[config.mk]
export PLATFORM = sky130hd
export DESIGN_NAME = tmrc_core
export DESIGN_NICKNAME = d
export VERILOG_FILES = /design/src/tmrc_pkg.sv /design/src/tmrc_evt_if.sv /design/src/tmrc_prescale.sv /design/src/tmrc_pin_sync.sv /design/src/tmrc_core.sv
export SDC_FILE = /design/constraint.sdc
export NUM_CORES = 1
export LEC_CHECK = 0
export ABC_AREA = 1
export BUFFER_PORTS_ARGS = -buffer_cell sky130_fd_sc_hd__buf_2
export CAP_MARGIN = 20
export CORE_MARGIN = 2
export CORE_UTILIZATION = 58
export DETAILED_ROUTE_END_ITERATION = 8
export PLACE_DENSITY = 0.88
export RECOVER_POWER = 100
export SLEW_MARGIN = 25
export SYNTH_ARGS = -nofsm -noshare
export SYNTH_HDL_FRONTEND = slang
export SYNTH_SLANG_ARGS = --single-unit
[constraint.sdc]
create_clock -name clk -period 2.1 [get_ports clk]
set_clock_uncertainty 0.05 [all_clocks]
set_input_delay 0.315 -clock clk [delete_from_list [all_inputs] [get_ports clk]]
set_output_delay 0.315 -clock clk [all_outputs]
set_load 0.03 [all_outputs]
[src/tmrc_pkg.sv]
// constants shared by the dual timer/counter core
package tmrc_pkg;
   // register indices; byte address is four times the index
   localparam logic [7:0] IDX_CTRL  = 8'h88;
   localparam logic [7:0] IDX_MODE  = 8'h89;
   localparam logic [7:0] IDX_T0L   = 8'h8A;
   localparam logic [7:0] IDX_T1L   = 8'h8B;
   localparam logic [7:0] IDX_T0H   = 8'h8C;
   localparam logic [7:0] IDX_T1H   = 8'h8D;
   localparam logic [7:0] IDX_CKSEL = 8'h8E;
   // control register bits
   localparam int CTRL_OVF1 = 7;
   localparam int CTRL_RUN1 = 6;
   localparam int CTRL_OVF0 = 5;
   localparam int CTRL_RUN0 = 4;
   // per-timer nibble of the mode register (timer 1 in the upper nibble)
   localparam int MODE_T1_LSB   = 4;
   localparam int MODE_GATE     = 3;
   localparam int MODE_CNT_SEL  = 2;
   localparam int MODE_SEL_HIGH = 1;
   localparam int MODE_SEL_LOW  = 0;
   // clock divider select bits
   localparam int CK_FAST1 = 4;
   localparam int CK_FAST0 = 3;
   // reset values
   localparam logic [7:0] RST_BYTE = 8'h00;
   // oscillator divide ratios
   localparam int DIV_FAST = 4;
   localparam int DIV_SLOW = 12;

   typedef enum logic [1:0] {
      MODE_PRESC13,
      MODE_FULL16,
      MODE_RELOAD8,
      MODE_SPLIT
   } tmrc_mode_t;
endpackage

[src/tmrc_evt_if.sv]
// count-clock and pin events passed from the helper modules to the core
`timescale 1ns/1ps
`default_nettype none
interface tmrc_evt_if;
   logic       div4_en;
   logic       div12_en;
   logic [1:0] cnt_fall;
   logic [1:0] gate_hi;
   modport div_src (output div4_en, output div12_en);
   modport pin_src (output cnt_fall, output gate_hi);
   modport sink    (input div4_en, input div12_en, input cnt_fall, input gate_hi);
endinterface
`default_nettype wire

[src/tmrc_prescale.sv]
// oscillator divider giving divide-by-4 and divide-by-12 enable pulses
`timescale 1ns/1ps
`default_nettype none
module tmrc_prescale (
   // clock and reset
   input  wire logic clk,
   input  wire logic resetn,
   // enables out
   tmrc_evt_if.div_src evt
);
   logic [3:0] div_cnt_ff;

   // one counter serves both ratios so the two rates stay phase locked
   always_ff @(posedge clk or negedge resetn) begin
      if (!resetn) begin
         div_cnt_ff <= 4'h0;
      end else if (div_cnt_ff == 4'(tmrc_pkg::DIV_SLOW - 1)) begin
         div_cnt_ff <= 4'h0;
      end else begin
         div_cnt_ff <= div_cnt_ff + 4'h1;
      end
   end

   assign evt.div4_en  = (div_cnt_ff[1:0] == 2'(tmrc_pkg::DIV_FAST - 1));
   assign evt.div12_en = (div_cnt_ff == 4'(tmrc_pkg::DIV_SLOW - 1));

   a_fast_period : assert property (@(posedge clk) disable iff (!resetn)
      evt.div4_en |-> ##1 !evt.div4_en ##1 !evt.div4_en ##1 !evt.div4_en ##1 evt.div4_en)
      else $error("divide-by-4 enable period wrong");
   a_slow_period : assert property (@(posedge clk) disable iff (!resetn)
      evt.div12_en |-> ##1 !evt.div12_en [*8] ##1 !evt.div12_en [*3] ##1 evt.div12_en)
      else $error("divide-by-12 enable period wrong");
endmodule
`default_nettype wire

[src/tmrc_pin_sync.sv]
// pin synchronisers and falling-edge detect for the count inputs
`timescale 1ns/1ps
`default_nettype none
module tmrc_pin_sync (
   // clock and reset
   input  wire logic       clk,
   input  wire logic       resetn,
   // asynchronous pins
   input  wire logic [1:0] count_pin,
   input  wire logic [1:0] gate_input_pin,
   // events out
   tmrc_evt_if.pin_src     evt
);
   logic [1:0] cnt_meta_ff;
   logic [1:0] cnt_sync_ff;
   logic [1:0] cnt_last_ff;
   logic [1:0] gate_meta_ff;
   logic [1:0] gate_sync_ff;

   genvar i;
   generate
      for (i = 0; i < 2; i++) begin : g_pin
         always_ff @(posedge clk or negedge resetn) begin
            if (!resetn) begin
               cnt_meta_ff[i]  <= 1'b1;
               cnt_sync_ff[i]  <= 1'b1;
               cnt_last_ff[i]  <= 1'b1;
               gate_meta_ff[i] <= 1'b0;
               gate_sync_ff[i] <= 1'b0;
            end else begin
               cnt_meta_ff[i]  <= count_pin[i];
               cnt_sync_ff[i]  <= cnt_meta_ff[i];
               cnt_last_ff[i]  <= cnt_sync_ff[i];
               gate_meta_ff[i] <= gate_input_pin[i];
               gate_sync_ff[i] <= gate_meta_ff[i];
            end
         end
         assign evt.cnt_fall[i] = cnt_last_ff[i] & ~cnt_sync_ff[i];
         assign evt.gate_hi[i]  = gate_sync_ff[i];
         a_fall_single : assert property (@(posedge clk) disable iff (!resetn)
            evt.cnt_fall[i] |=> !evt.cnt_fall[i])
            else $error("count edge reported twice");
      end
   endgenerate
endmodule
`default_nettype wire

[src/tmrc_core.sv]
// dual timer/counter core with apb register access
// Operation
// - gate set: count needs gate pin high
// - gate clear: run bit alone enables counting
// - counter-select clear: count divided internal clock
// - counter-select set: count falling count-pin edges
// - mode 0: 8-bit counter, 5-bit prescaler
// - mode 1: high and low bytes, 16 bits
// - mode 2: low byte reloads from high byte
// - mode 3: timer 0 split, high byte uses timer 1 run
// - timer 1 in mode 3 holds its count
// - timer 0 count bytes readable and writable
// - timer 1 count bytes readable and writable
// - timer 0 clock: divide by 4 or 12
// - timer 1 clock: divide by 4 or 12
// - overflow sets flag; service entry or software clears
// - run bit switches timer on and off
//
// Implementation choice: the APB register port.
`timescale 1ns/1ps
`default_nettype none
module tmrc_core #(
   parameter int ADDR_W = 10
) (
   // clock and reset
   input  wire logic              clk,
   input  wire logic              resetn,
   // apb slave
   input  wire logic              psel,
   input  wire logic              penable,
   input  wire logic              pwrite,
   input  wire logic [ADDR_W-1:0] paddr,
   input  wire logic [31:0]       pwdata,
   output logic      [31:0]       prdata,
   output logic                   pready,
   output logic                   pslverr,
   // pins
   input  wire logic [1:0]        count_pin,
   input  wire logic [1:0]        gate_input_pin,
   // interrupt controller side
   input  wire logic [1:0]        isr_ack,
   output logic      [1:0]        overflow_flag
);
   tmrc_evt_if evt ();

   tmrc_prescale u_prescale (
      .clk    (clk),
      .resetn (resetn),
      .evt    (evt)
   );

   tmrc_pin_sync u_pin_sync (
      .clk            (clk),
      .resetn         (resetn),
      .count_pin      (count_pin),
      .gate_input_pin (gate_input_pin),
      .evt            (evt)
   );

   logic [7:0]          timer0_count_low_ff;
   logic [7:0]          timer0_count_high_ff;
   logic [7:0]          timer1_count_low_ff;
   logic [7:0]          timer1_count_high_ff;
   logic [7:0]          timer_mode_config_ff;
   logic [1:0]          clock_divider_select_ff;
   logic [1:0]          run_control_bit_ff;
   logic [1:0]          ovf_flag_ff;
   logic [31:0]         prdata_ff;
   logic [7:0]          reg_idx;
   logic                idx_hit;
   logic                wr_en;
   logic [7:0]          wbyte;
   logic [3:0]          cfg0;
   logic [3:0]          cfg1;
   tmrc_pkg::tmrc_mode_t mode0;
   tmrc_pkg::tmrc_mode_t mode1;
   logic                split0;
   logic                t0_int;
   logic                t1_int;
   logic                t0_adv;
   logic                t1_adv;
   logic                th0_adv;
   logic [16:0]         nxt_t0;
   logic [16:0]         nxt_t1;
   logic [8:0]          nxt_th0;
   logic [1:0]          ovf_set;
   logic [7:0]          ctrl_rd;

   // advance one count step; result is {overflow, high, low}
   function automatic logic [16:0] count_step(input tmrc_pkg::tmrc_mode_t md,
                                              input logic [7:0] hi,
                                              input logic [7:0] lo);
      logic [16:0] res;
      logic [13:0] s13;
      logic [8:0]  s8;
      res = {1'b0, hi, lo};
      s13 = 14'h0;
      s8  = 9'h0;
      unique case (md)
         tmrc_pkg::MODE_PRESC13: begin
            // upper three low-byte bits are left alone
            s13 = {1'b0, hi, lo[4:0]} + 14'h1;
            res = {s13[13], s13[12:5], lo[7:5], s13[4:0]};
         end
         tmrc_pkg::MODE_FULL16: begin
            res = {1'b0, hi, lo} + 17'h1;
         end
         tmrc_pkg::MODE_RELOAD8: begin
            s8  = {1'b0, lo} + 9'h1;
            res = s8[8] ? {1'b1, hi, hi} : {1'b0, hi, s8[7:0]};
         end
         tmrc_pkg::MODE_SPLIT: begin
            s8  = {1'b0, lo} + 9'h1;
            res = {s8[8], hi, s8[7:0]};
         end
      endcase
      return res;
   endfunction

   // register decode
   assign reg_idx = paddr[9:2];
   // shift instead of a part-select so the default ten-bit bus has no empty range
   assign idx_hit = (paddr[1:0] == 2'h0) && ((paddr >> 10) == '0) &&
                    (reg_idx >= tmrc_pkg::IDX_CTRL) && (reg_idx <= tmrc_pkg::IDX_CKSEL);
   assign wr_en   = psel & penable & pwrite & idx_hit;
   assign wbyte   = pwdata[7:0];
   assign pready  = 1'b1;
   assign pslverr = psel & penable & ~idx_hit;
   assign prdata  = prdata_ff;

   // mode fields and clock sources
   assign cfg0   = timer_mode_config_ff[3:0];
   assign cfg1   = timer_mode_config_ff[tmrc_pkg::MODE_T1_LSB +: 4];
   assign mode0  = tmrc_pkg::tmrc_mode_t'(cfg0[tmrc_pkg::MODE_SEL_HIGH:tmrc_pkg::MODE_SEL_LOW]);
   assign mode1  = tmrc_pkg::tmrc_mode_t'(cfg1[tmrc_pkg::MODE_SEL_HIGH:tmrc_pkg::MODE_SEL_LOW]);
   assign split0 = (mode0 == tmrc_pkg::MODE_SPLIT);
   assign t0_int = clock_divider_select_ff[0] ? evt.div4_en : evt.div12_en;
   assign t1_int = clock_divider_select_ff[1] ? evt.div4_en : evt.div12_en;

   // enable: run bit, optionally gated by the pin; source: internal or pin edge
   assign t0_adv = run_control_bit_ff[0]
                 & (~cfg0[tmrc_pkg::MODE_GATE] | evt.gate_hi[0])
                 & (cfg0[tmrc_pkg::MODE_CNT_SEL] ? evt.cnt_fall[0] : t0_int);
   assign t1_adv = run_control_bit_ff[1]
                 & (~cfg1[tmrc_pkg::MODE_GATE] | evt.gate_hi[1])
                 & (cfg1[tmrc_pkg::MODE_CNT_SEL] ? evt.cnt_fall[1] : t1_int)
                 & (mode1 != tmrc_pkg::MODE_SPLIT);
   // split high byte is a pure timer switched by the second run bit
   assign th0_adv = split0 & run_control_bit_ff[1] & t0_int;

   assign nxt_t0  = count_step(mode0, timer0_count_high_ff, timer0_count_low_ff);
   assign nxt_t1  = count_step(mode1, timer1_count_high_ff, timer1_count_low_ff);
   assign nxt_th0 = {1'b0, timer0_count_high_ff} + 9'h1;

   // in split mode the high byte borrows the second timer's flag
   assign ovf_set[0] = t0_adv & nxt_t0[16];
   assign ovf_set[1] = split0 ? (th0_adv & nxt_th0[8]) : (t1_adv & nxt_t1[16]);

   // timer 0 count; a software write beats a same-cycle count step
   always_ff @(posedge clk or negedge resetn) begin
      if (!resetn) begin
         timer0_count_low_ff  <= tmrc_pkg::RST_BYTE;
         timer0_count_high_ff <= tmrc_pkg::RST_BYTE;
      end else begin
         if (wr_en && reg_idx == tmrc_pkg::IDX_T0L) begin
            timer0_count_low_ff <= wbyte;
         end else if (t0_adv) begin
            timer0_count_low_ff <= nxt_t0[7:0];
         end
         if (wr_en && reg_idx == tmrc_pkg::IDX_T0H) begin
            timer0_count_high_ff <= wbyte;
         end else if (th0_adv) begin
            timer0_count_high_ff <= nxt_th0[7:0];
         end else if (t0_adv && !split0) begin
            timer0_count_high_ff <= nxt_t0[15:8];
         end
      end
   end

   // timer 1 count
   always_ff @(posedge clk or negedge resetn) begin
      if (!resetn) begin
         timer1_count_low_ff  <= tmrc_pkg::RST_BYTE;
         timer1_count_high_ff <= tmrc_pkg::RST_BYTE;
      end else begin
         if (wr_en && reg_idx == tmrc_pkg::IDX_T1L) begin
            timer1_count_low_ff <= wbyte;
         end else if (t1_adv) begin
            timer1_count_low_ff <= nxt_t1[7:0];
         end
         if (wr_en && reg_idx == tmrc_pkg::IDX_T1H) begin
            timer1_count_high_ff <= wbyte;
         end else if (t1_adv) begin
            timer1_count_high_ff <= nxt_t1[15:8];
         end
      end
   end

   // configuration registers
   always_ff @(posedge clk or negedge resetn) begin
      if (!resetn) begin
         timer_mode_config_ff    <= tmrc_pkg::RST_BYTE;
         clock_divider_select_ff <= 2'h0;
         run_control_bit_ff      <= 2'h0;
      end else if (wr_en) begin
         if (reg_idx == tmrc_pkg::IDX_MODE) begin
            timer_mode_config_ff <= wbyte;
         end
         if (reg_idx == tmrc_pkg::IDX_CKSEL) begin
            clock_divider_select_ff <= {wbyte[tmrc_pkg::CK_FAST1], wbyte[tmrc_pkg::CK_FAST0]};
         end
         if (reg_idx == tmrc_pkg::IDX_CTRL) begin
            run_control_bit_ff <= {wbyte[tmrc_pkg::CTRL_RUN1], wbyte[tmrc_pkg::CTRL_RUN0]};
         end
      end
   end

   // overflow flags: hardware set wins over software write and service clear
   genvar f;
   generate
      for (f = 0; f < 2; f++) begin : g_flag
         localparam int FBIT = (f == 0) ? tmrc_pkg::CTRL_OVF0 : tmrc_pkg::CTRL_OVF1;
         always_ff @(posedge clk or negedge resetn) begin
            if (!resetn) begin
               ovf_flag_ff[f] <= 1'b0;
            end else if (ovf_set[f]) begin
               ovf_flag_ff[f] <= 1'b1;
            end else if (wr_en && reg_idx == tmrc_pkg::IDX_CTRL) begin
               ovf_flag_ff[f] <= wbyte[FBIT];
            end else if (isr_ack[f]) begin
               ovf_flag_ff[f] <= 1'b0;
            end
         end
      end
   endgenerate
   assign overflow_flag = ovf_flag_ff;

   // read data captured in the setup cycle, shown during the access cycle
   always_comb begin
      ctrl_rd = 8'h00;
      ctrl_rd[tmrc_pkg::CTRL_OVF1] = ovf_flag_ff[1];
      ctrl_rd[tmrc_pkg::CTRL_RUN1] = run_control_bit_ff[1];
      ctrl_rd[tmrc_pkg::CTRL_OVF0] = ovf_flag_ff[0];
      ctrl_rd[tmrc_pkg::CTRL_RUN0] = run_control_bit_ff[0];
   end

   always_ff @(posedge clk or negedge resetn) begin
      if (!resetn) begin
         prdata_ff <= 32'h0;
      end else if (psel && !penable) begin
         prdata_ff <= 32'h0;
         if (idx_hit && !pwrite) begin
            unique case (reg_idx)
               tmrc_pkg::IDX_CTRL:  prdata_ff[7:0] <= ctrl_rd;
               tmrc_pkg::IDX_MODE:  prdata_ff[7:0] <= timer_mode_config_ff;
               tmrc_pkg::IDX_T0L:   prdata_ff[7:0] <= timer0_count_low_ff;
               tmrc_pkg::IDX_T1L:   prdata_ff[7:0] <= timer1_count_low_ff;
               tmrc_pkg::IDX_T0H:   prdata_ff[7:0] <= timer0_count_high_ff;
               tmrc_pkg::IDX_T1H:   prdata_ff[7:0] <= timer1_count_high_ff;
               default: begin
                  prdata_ff[tmrc_pkg::CK_FAST1] <= clock_divider_select_ff[1];
                  prdata_ff[tmrc_pkg::CK_FAST0] <= clock_divider_select_ff[0];
               end
            endcase
         end
      end
   end

   a_gate_blocks : assert property (@(posedge clk) disable iff (!resetn)
      cfg0[tmrc_pkg::MODE_GATE] && !evt.gate_hi[0] && !split0 && !wr_en
      |=> $stable({timer0_count_high_ff, timer0_count_low_ff}))
      else $error("gated timer 0 moved while gate pin low");
   a_run_off : assert property (@(posedge clk) disable iff (!resetn)
      !run_control_bit_ff[1] && !wr_en
      |=> $stable({timer1_count_high_ff, timer1_count_low_ff}))
      else $error("timer 1 moved with run bit clear");
   a_edge_count : assert property (@(posedge clk) disable iff (!resetn)
      run_control_bit_ff[0] && cfg0[tmrc_pkg::MODE_CNT_SEL] && !cfg0[tmrc_pkg::MODE_GATE]
      && mode0 == tmrc_pkg::MODE_FULL16 && evt.cnt_fall[0] && !wr_en
      && timer0_count_low_ff != 8'hFF
      |=> timer0_count_low_ff == $past(timer0_count_low_ff) + 8'h01)
      else $error("pin edge did not count");
   a_reload_flag : assert property (@(posedge clk) disable iff (!resetn)
      mode0 == tmrc_pkg::MODE_RELOAD8 && t0_adv && timer0_count_low_ff == 8'hFF && !wr_en
      |=> timer0_count_low_ff == $past(timer0_count_high_ff) && ovf_flag_ff[0])
      else $error("reload or flag missing");
   a_presc_carry : assert property (@(posedge clk) disable iff (!resetn)
      mode0 == tmrc_pkg::MODE_PRESC13 && t0_adv && timer0_count_low_ff[4:0] == 5'h1F
      && !wr_en
      |=> timer0_count_high_ff == $past(timer0_count_high_ff) + 8'h01
          && timer0_count_low_ff[4:0] == 5'h00)
      else $error("prescaler carry wrong");
   a_t1_split_hold : assert property (@(posedge clk) disable iff (!resetn)
      mode1 == tmrc_pkg::MODE_SPLIT && !wr_en
      |=> $stable({timer1_count_high_ff, timer1_count_low_ff}))
      else $error("timer 1 moved in mode 3");
   a_split_high : assert property (@(posedge clk) disable iff (!resetn)
      split0 && !run_control_bit_ff[1] && !wr_en |=> $stable(timer0_count_high_ff))
      else $error("split high byte ran without timer 1 run");
   a_flag_wins : assert property (@(posedge clk) disable iff (!resetn)
      ovf_set[0] |=> ovf_flag_ff[0] ##1 (ovf_flag_ff[0] || $past(isr_ack[0]) || $past(wr_en)))
      else $error("overflow flag lost");
endmodule
`default_nettype wire

==> Word-level counts from Yosys, hierarchy flattened <==
Cells that the tools add are included.
{ "op_classes": {"order_cmp": 2, "shift": 0, "eq_ne": 22, "n_mul": 0, "reduce_logical": 29, "div_mod_pow": 0, "addsub": 8, "mux": 29, "n_bitwise": 23} }
{ "ops": {"columns": ["cell", "count"], "rows": [
  ["$pmux 17 s4", 2],
  ["$mux 8", 10],
  ["$eq 8x8->1 const B", 7],
  ["$add 16x1->17 const B", 2],
  ["$mux 17", 2],
  ["$add 13x1->14 const B", 2],
  ["$add 8x1->9 const B", 3],
  ["$pmux 3 s6", 1],
  ["$and 1x1->1", 16],
  ["$pmux 3 s5", 1],
  ["$pmux 2 s6", 1],
  ["$mux 1", 11],
  ["$eq 2x2->1 const B", 5],
  ["$logic_and 1x1->1", 10],
  ["$ne 2x2->1 const B", 5],
  ["$reduce_and 2->1", 5],
  ["$reduce_bool 3->1", 3],
  ["$ge 8x8->1 const B", 1],
  ["$le 8x8->1 const B", 1],
  ["$logic_not 2->1", 3],
  ["$reduce_and 3->1", 2],
  ["$reduce_bool 2->1", 3],
  ["$not 1->1", 5],
  ["$add 4x1->4 const B", 1],
  ["other kinds (7)", 11]
]} }
{ "totals": {"output_inout_bits": 36, "elab_cells": 136, "memories": 0, "romBits": 0, "ff_bits": 68, "ramBits": 0, "latchBits": 0} }

==> Logic depth before layout (Yosys ltp) <==
Gate-level depths: netlist of run 1.
{ "logic_depth": {"ltp_word": 8, "mapped_depth": 12} }

==> Modules after synthesis <==
From an unflattened synthesis of run 1, not the netlist that was laid out.
{ "hier_totals": {"hier_cells": 848, "hier_area_um2": 5388.9} }
{ "by_module_without_submodules": {"columns": ["mod", "instances", "area_each_um2", "cells_per_inst"], "rows": [
  ["tmrc_core", 1, 4928.5, 812],
  ["tmrc_pin_sync", 1, 277.8, 14],
  ["tmrc_prescale", 1, 182.7, 22]
]} }

==> Worst setup path after synthesis of run 1 <==
OpenSTA, ideal clock, no wires.
{ "synth_timing": {"kind": "input to output", "startpoint": "in paddr[6]", "endpoint": "out pslverr", "setup_slack_ns": 0.348, "t_arrival_ns": 1.387, "stages": 8, "t_required_ns": 1.735, "path_cell_list": "inv_1 nand2_1 nor2_4 nand2_1 nand2_1 a21oi_2 buf_6 nor2_1"} }
{ "synth_via": {"elab_chain_cells": 5, "word_cells_on_any_way": 6, "cone_classes": "order compare: 2; bitwise: 2; reduce/logical: 2"} }
{ "synth_rtl": {"columns": ["item", "line", "rtl"], "rows": [
  ["start: declaration", "tmrc_core.sv:32", "input wire logic [ADDR_W-1:0] paddr,"],
  ["$ge 8x8->1", "tmrc_core.sv:124", "(reg_idx >= tmrc_pkg::IDX_CTRL) && (reg_idx <= tmrc_pkg::IDX_CKSEL);"],
  ["$logic_and 1x1->1", "tmrc_core.sv:123", "assign idx_hit = (paddr[1:0] == 2'h0) && ((paddr >> 10) == '0) &&"],
  ["$logic_and 1x1->1 (*)", "tmrc_core.sv:124", null],
  ["$not 1->1 (*)", "tmrc_core.sv:128", "assign pslverr = psel & penable & ~idx_hit;"],
  ["$and 1x1->1 (*)", "tmrc_core.sv:128", null],
  ["end: declaration", "tmrc_core.sv:36", "output logic pslverr,"]
]} }
Every way passes the cells marked *; elsewhere a longest branch is shown, timed or not.

==> Worst setup path in the final report of run 1 <==
{ "layout_timing": {"startpoint": "in paddr[7]", "endpoint": "out pslverr"} }
Same word-level chain as after synthesis.

==> metrics.md, run 1 <==
| Metric | Value |
|---|---|
| Synth Warn # | `0` |
| Post-synth cell types | `34` |
| Finished Layout Cells | `1034` |
| Fillers | `830` |
| Total I/O pin count | `89` |
| Synth Flop Type | `dfrtp_1` |
| Initial Util | `0.587` |
| Largest net degree at the start of global routing | `69` |
| Slew margin rel. | `0.380` |
| Final nets | `975` |
| Max stage delay on crit path | `320 ps` |
| Crit path kind | `in -> out` |
| Final period util | `0.919` |
| Layout area overhead | `11.2%` |
| Critical Path Sink Type | `primary output` |
| Chip width | `100 um` |
| Number of global-route vias before repair | `5136` |
| DR vias/cell | `5.56` |
| DP Cell Count | `1014` |
| Setup TNS | `0 ps` |
| Synthesis-stage register bit count | `68` |
| Clk sinks | `68` |
| Max IR drop VDD | `410 uV` |
| WL final | `15200 um` |
| Routed len/inst | `14.7 um` |
| Die Ht | `100 um` |
| Worst slew pin tran | `931 ps` |
| CTS root buffer | `clkbuf_8` |
| Routed Antenna Nets | `0` |
| Synthesized area | `5350 sq um` |
| Antenna violations before repair | `0` |
| Antenna Cells | `0` |
| Worst skew pair latency | `360 ps` |
| Setup Viol. Count Final | `0` |
| Worst path required time | `1740 ps` |
| Lkg Pwr | `0.00314 uW` |
| Reg-to-Reg Start | `u_prescale.div_cnt_ff[0]$_DFF_PN0_` |
| Crit path time final | `1930 ps` |
| Syn avg cell area | `6.28 sq um` |
| GRT Total Usage | `0.316` |
| Synth async-reset ratio | `1.00` |
| DIE AREA | `10000 sq um` |
| Core area | `9110 sq um` |
| 1st-iter DRT viols | `525` |
| Sequential share of the synthesized area | `0.320` |
| # H-tree levels | `3` |
| Unrepaired setup endpoints after global routing | `no` |
| Clk buf depth | `2` |
| Fmax | `518 MHz` |
| Hold Startpoint | `gate_input_pin[1]` |
| Setup bufs post-CTS | `0` |
| Rows | `35` |
| Crit-path most repeated cell | `nor2_1` |
| Max Cap Viol | `0` |
| Crit-path cells | `buf_2 > inv_1 > nand2_1 > nor2_1 > nand3_2 > a21oi_1 > clkbuf_1 > nor2_1 > clkbuf_2` |
| Final-report max-slew violation count | `0` |
| Share of cells above drive strength 1 | `0.105` |
| Post-DP HPWL | `11300 um` |
| CP max stage cell | `a21oi_1` |
| Clock slew at reported path FFs | `80 ps` |
| Port Buf Inserts | `39` |
| Critical Path AT | `1560 ps` |
| Power per standard cell area | `460 nW/um^2` |
| Status | `completed` |
| First-pass DRT Iterations | `6` |
| Global-route wire length before repair | `24800 um` |
| DRC Markers | `0` |
| Hold Fails Final Rpt | `0` |
| DR vias | `5752` |
| Worst Path Max Fanout | `4` |
| R2R setup slack | `190 ps` |
| Clock buffer count from CTS | `9` |
| Tot Pwr | `2730 uW` |
| CTS tree | `built` |
| GR Overflow Total | `0` |
| CP startpoint kind | `input pin` |
| Placer Congestion | `0.993` |
| Synthesized instance count | `852` |
| Critical Path Start | `paddr[7]` |
| Post-synth EDFFs | `0` |
| HP Class | `in -> reg` |
==> layout by cell type (no fill, tap or decap), types with 2 or more instances in the layout <==
| cell | synthesis | layout |
|---|---|---|
| or2_2 | 2 | 2 |
| clkbuf_8 | 0 | 9 |
| inv_2 | 3 | 3 |
| buf_2 | 7 | 28 |
| dlygate4sd3_1 | 0 | 4 |
| dfrtp_1 | 62 | 62 |
| clkbuf_1 | 6 | 11 |
| nand3b_1 | 6 | 7 |
| nand3_1 | 135 | 135 |
| nor3_1 | 4 | 4 |
| nand4_1 | 24 | 24 |
| clkinv_1 | 2 | 2 |
| dfstp_1 | 0 | 2 |
| ha_1 | 4 | 4 |
| inv_6 | 0 | 3 |
| buf_4 | 25 | 28 |
| inv_1 | 91 | 91 |
| clkbuf_2 | 0 | 2 |
| dfstp_2 | 6 | 4 |
| nor2_4 | 3 | 3 |
| a21oi_1 | 10 | 11 |
| nor2_1 | 84 | 85 |
| nand2_1 | 286 | 286 |
| nor2_2 | 4 | 3 |
| nand3_2 | 3 | 3 |
| o21ai_0 | 54 | 56 |
| clkinvlp_4 | 0 | 2 |
| conb_1 | 2 | 25 |
| nand3_4 | 2 | 2 |
| xor2_1 | 13 | 13 |
==> synthesized netlist by cell type, types with 7 or more instances <==
master | count | area (sq um)
buf_2 | 7 | 35.0
nand2_1 | 286 | 1070
inv_1 | 91 | 342
nand4_1 | 24 | 150
xor2_1 | 13 | 114
dfrtp_1 | 62 | 1550
nor2_1 | 84 | 315
a21oi_1 | 10 | 50.1
buf_4 | 25 | 188
o21ai_0 | 54 | 270
nand3_1 | 135 | 676
==> where the power goes <==
group | switching (uW) | internal, uW | leakage, uW
Combinational | 169 | 47.4 | 0.00224
Sequential | 6.15 | 1320 | 0.000805
Clock | 616 | 570 | 0.0000988
==> worst paths after layout <==
kind                                                   endpoint  cells past startpoint
min reg2reg                 u_pin_sync.evt.gate_hi[1]$_DFF_PN0_                      0
min in group asynchronous                 prdata[5]$_DFFE_PN0P_                      3
max reg2reg                 timer0_count_high_ff[7]$_DFFE_PN0P_                     10
min                        u_pin_sync.gate_meta_ff[1]$_DFF_PN0_                      1
max                                                     pslverr                      9
max in group asynchronous   u_pin_sync.evt.gate_hi[1]$_DFF_PN0_                      3
==> registers in the layout, indices dropped and copies added, names as in the netlist <==
register	count
u_pin_sync.cnt_last_ff	2
u_pin_sync.cnt_sync_ff	2
u_pin_sync.evt.gate_hi	2
u_pin_sync.gate_meta_ff	2
timer0_count_high_ff	8
timer0_count_low_ff	8
overflow_flag	2
timer1_count_low_ff	8
timer_mode_config_ff	8
u_prescale.div_cnt_ff	4
prdata	8
run_control_bit_ff	2
timer1_count_high_ff	8
clock_divider_select_ff	2
u_pin_sync.cnt_meta_ff	2
==> cell families (layout without fill, tap and decap cells) <==
kind of cell               count (synthesis)  in the layout  synth area share
and+or+nand+nor                          556            556             0.458
buffers and inverters                    139            187             0.122
AOI/OAI and AO/OA                         69             69            0.0660
DFF                                       68             68             0.320
xor gates and xnor gates                  14             14            0.0229
adders and majority gates                  4              4           0.00936
other                                      2             25           0.00140
==> through the flow <==
step	area, sq um	hold slack [ps]	setup WS [ps]	util
finish	5940	12.3	170	0.652
global route	5940	1.47	13.0	0.652
CTS	5960	2.24	213	0.655
detailed placement	5740	285	156	0.630
global placement	5740	283	192	0.630
floorplan	5430	-30.6	348	-
==> routing by layer <==
| metal | part of all wire | vias up | GRT usage | wire, um |
|---|---|---|---|---|
| met1 | 0.40 | 2589 | 0.426 | 6080 |
| met4 | 0.050 | 0 | 0.139 | 756 |
| met5 | 0 | - | 0 | 0 |
| met2 | 0.46 | 277 | 0.508 | 7020 |
| met3 | 0.090 | 67 | 0.0460 | 1380 |
| li1 | - | 2819 | - | - |
==> layout make-up <==
cell class | instances | area, sq um | share of cell area
multi-input cells | 668 | 3060 | 0.515
flip-flops and latches | 68 | 1710 | 0.288
repair buffers | 75 | 469 | 0.0789
inverters | 96 | 360 | 0.0606
well taps | 111 | 139 | 0.0234
clock buffers | 9 | 124 | 0.0208
clock inverters | 7 | 82.6 | 0.0139
==> critical path: cells and delay by family <==
family,cells,cell delay [ps]
simple gates,4,390
buf+inv,4,530
compound gates,1,320
==> repair_timing <==
item / in CTS / in global routing
endpoints found under the setup margin: 0 / 1
gates resized for setup: 0 / 1
hold buffers: 2 / 2
hold endpoints to repair: 63 / 2
No activity file was read; power rests on OpenSTA's default activity.
==> run 2: changes to the inputs <==
--- a/config.mk
+++ b/config.mk
@@ -11,7 +11,8 @@
 export CORE_MARGIN = 2
 export CORE_UTILIZATION = 58
 export DETAILED_ROUTE_END_ITERATION = 8
-export PLACE_DENSITY = 0.88
+export GPL_ROUTABILITY_DRIVEN = 0
+export PLACE_DENSITY = 0.82
 export RECOVER_POWER = 100
 export SLEW_MARGIN = 25
 export SYNTH_ARGS = -nofsm -noshare
==> metrics.md, run 2 (synthesized netlist as in run 1, its figures left out) <==
| Metric | Value |
|---|---|
| Power per standard cell area | `469 nW/um^2` |
| Worst slew pin tran | `971 ps` |
| Routed len/inst | `14.8 um` |
| Antenna violations before repair | `0` |
| Slew margin rel. | `0.353` |
| Setup Viol. Count Final | `0` |
| CP startpoint kind | `input pin` |
| DRC Markers | `0` |
| # H-tree levels | `3` |
| Initial Util | `0.587` |
| Commonest cells after routing, fill and taps aside | `285 x nand2_1, 135 x nand3_1, 91 x inv_1` |
| Port Buf Inserts | `39` |
| HP Class | `in -> reg` |
| Global-route wire length before repair | `25400 um` |
| Final period util | `0.905` |
| Worst path required time | `2310 ps` |
| DR vias/cell | `5.59` |
| Fin worst setup slack | `199 ps` |
| Lkg Pwr | `0.00313 uW` |
| Max Cap Viol | `0` |
| Die Ht | `100 um` |
| Clk buf depth | `2` |
| Routed Antenna Nets | `0` |
| Share of cells above drive strength 1 | `0.103` |
| Total I/O pin count | `89` |
| Rows | `35` |
| Worst Path Max Fanout | `16` |
| Commonest non-fill, non-tap cell in the layout | `nand2_1` |
| Layout area overhead | `11.1%` |
| WL final | `15300 um` |
| Fmax | `526 MHz` |
| Crit path kind | `in -> reg` |
| Critical Path AT | `2110 ps` |
| Final-report max-slew violation count | `0` |
| Clock buffer count from CTS | `9` |
| Clk sinks | `68` |
| Hold Fails Final Rpt | `0` |
| Max IR drop VDD | `364 uV` |
| Final nets | `973` |
| Number of global-route vias before repair | `5222` |
| 1st-iter DRT viols | `459` |
| Largest net degree at the start of global routing | `53` |
| Post-DP HPWL | `11600 um` |
| Core area | `9110 sq um` |
| Critical Path Sink Type | `flip-flop` |
| Antenna Cells | `0` |
| Unrepaired setup endpoints after global routing | `no` |
| CTS root buffer | `clkbuf_8` |
| Clock slew at reported path FFs | `80 ps` |
| GR Overflow Total | `0` |
| Post-Place Worst Slack | `163 ps` |
| Setup TNS | `0 ps` |
| Setup bufs post-CTS | `0` |
| DR vias | `5774` |
| DIE AREA | `10000 sq um` |
| CTS tree | `built` |
| Crit path time final | `1900 ps` |
| Worst skew pair latency | `360 ps` |
| First-pass DRT Iterations | `5` |
| Chip width | `100 um` |
| Status | `completed` |
| GRT Total Usage | `0.321` |
-- run 2: final cells by class --
cell class | instances | area, sq um
Clock buffer | 9 | 124
Clock inverter | 7 | 97.6
Fill cell | 907 | 3170
Inverter | 96 | 360
Multi-Input combinational cell | 668 | 3060
Sequential cell | 68 | 1710
Tap cell | 111 | 139
Timing Repair Buffer | 73 | 450
-- run 2: final timing paths --
kind	start	end	slack, ps	depth (start not counted)
min in group asynchronous	resetn	timer1_count_high_ff[4]$_DFFE_PN0P_	570	2
worst min register to register	u_pin_sync.gate_meta_ff[0]$_DFF_PN0_	u_pin_sync.evt.gate_hi[0]$_DFF_PN0_	300	0
max in group asynchronous	resetn	u_pin_sync.cnt_last_ff[1]$_DFF_PN1_	580	3
worst min-delay path	isr_ack[1]	overflow_flag[1]$_DFFE_PN0P_	180	4
worst max-delay path	paddr[9]	timer_mode_config_ff[2]$_DFFE_PN0P_	200	11
worst max register to register	u_prescale.div_cnt_ff[0]$_DFF_PN0_	timer1_count_low_ff[7]$_DFFE_PN0P_	230	8
-- run 2: what timing repair did --
| action | 4_1_cts | 5_1_grt |
|---|---|---|
| endpoints found under the setup margin | 0 | 6 |
| endpoints found under the hold margin | 18 | 2 |
| resized for setup | 0 | 2 |
| hold buffers | 3 | 2 |
-- run 2: power by group --
group	internal (uW)	total (uW)	switching [uW]	leakage, uW
Combinational	49.2	216	167	0.00222
Sequential	1330	1330	6.79	0.000807
Clock	674	1240	564	0.000106
Total	2050	2790	737	0.00313
-- run 2: critical path, stage by stage --
cell and delay (ps):
buf_2 110, inv_1 40, nor2_1 150, nand2_1 80
nor2_1 150, nand2_1 90, nor2_1 480, inv_2 90
nor2_4 330, nand2_1 120, o21ai_0 130
-- run 2: layer usage --
metal	GRT usage	vias up	wire length (um)	share of wire
met3	0.0550	62	1240	0.081
met4	0.155	0	732	0.048
met5	0	-	0	0
met2	0.507	290	6940	0.45
li1	-	2816	-	-
met1	0.431	2606	6360	0.42
-- run 2: per-stage QoR --
step,utilization,cell area [sq um],hold WS (ps),std cells,power [uW]
2_1_floorplan,-,5430,-30.6,875,1500
3_3_place_gp,0.626,5700,219,1011,1570
3_5_place_dp,0.626,5700,218,1011,1570
4_1_cts,0.654,5950,2.74,1030,2790
5_1_grt,0.652,5940,213,1032,2880
6_report,0.652,5940,185,1032,2790
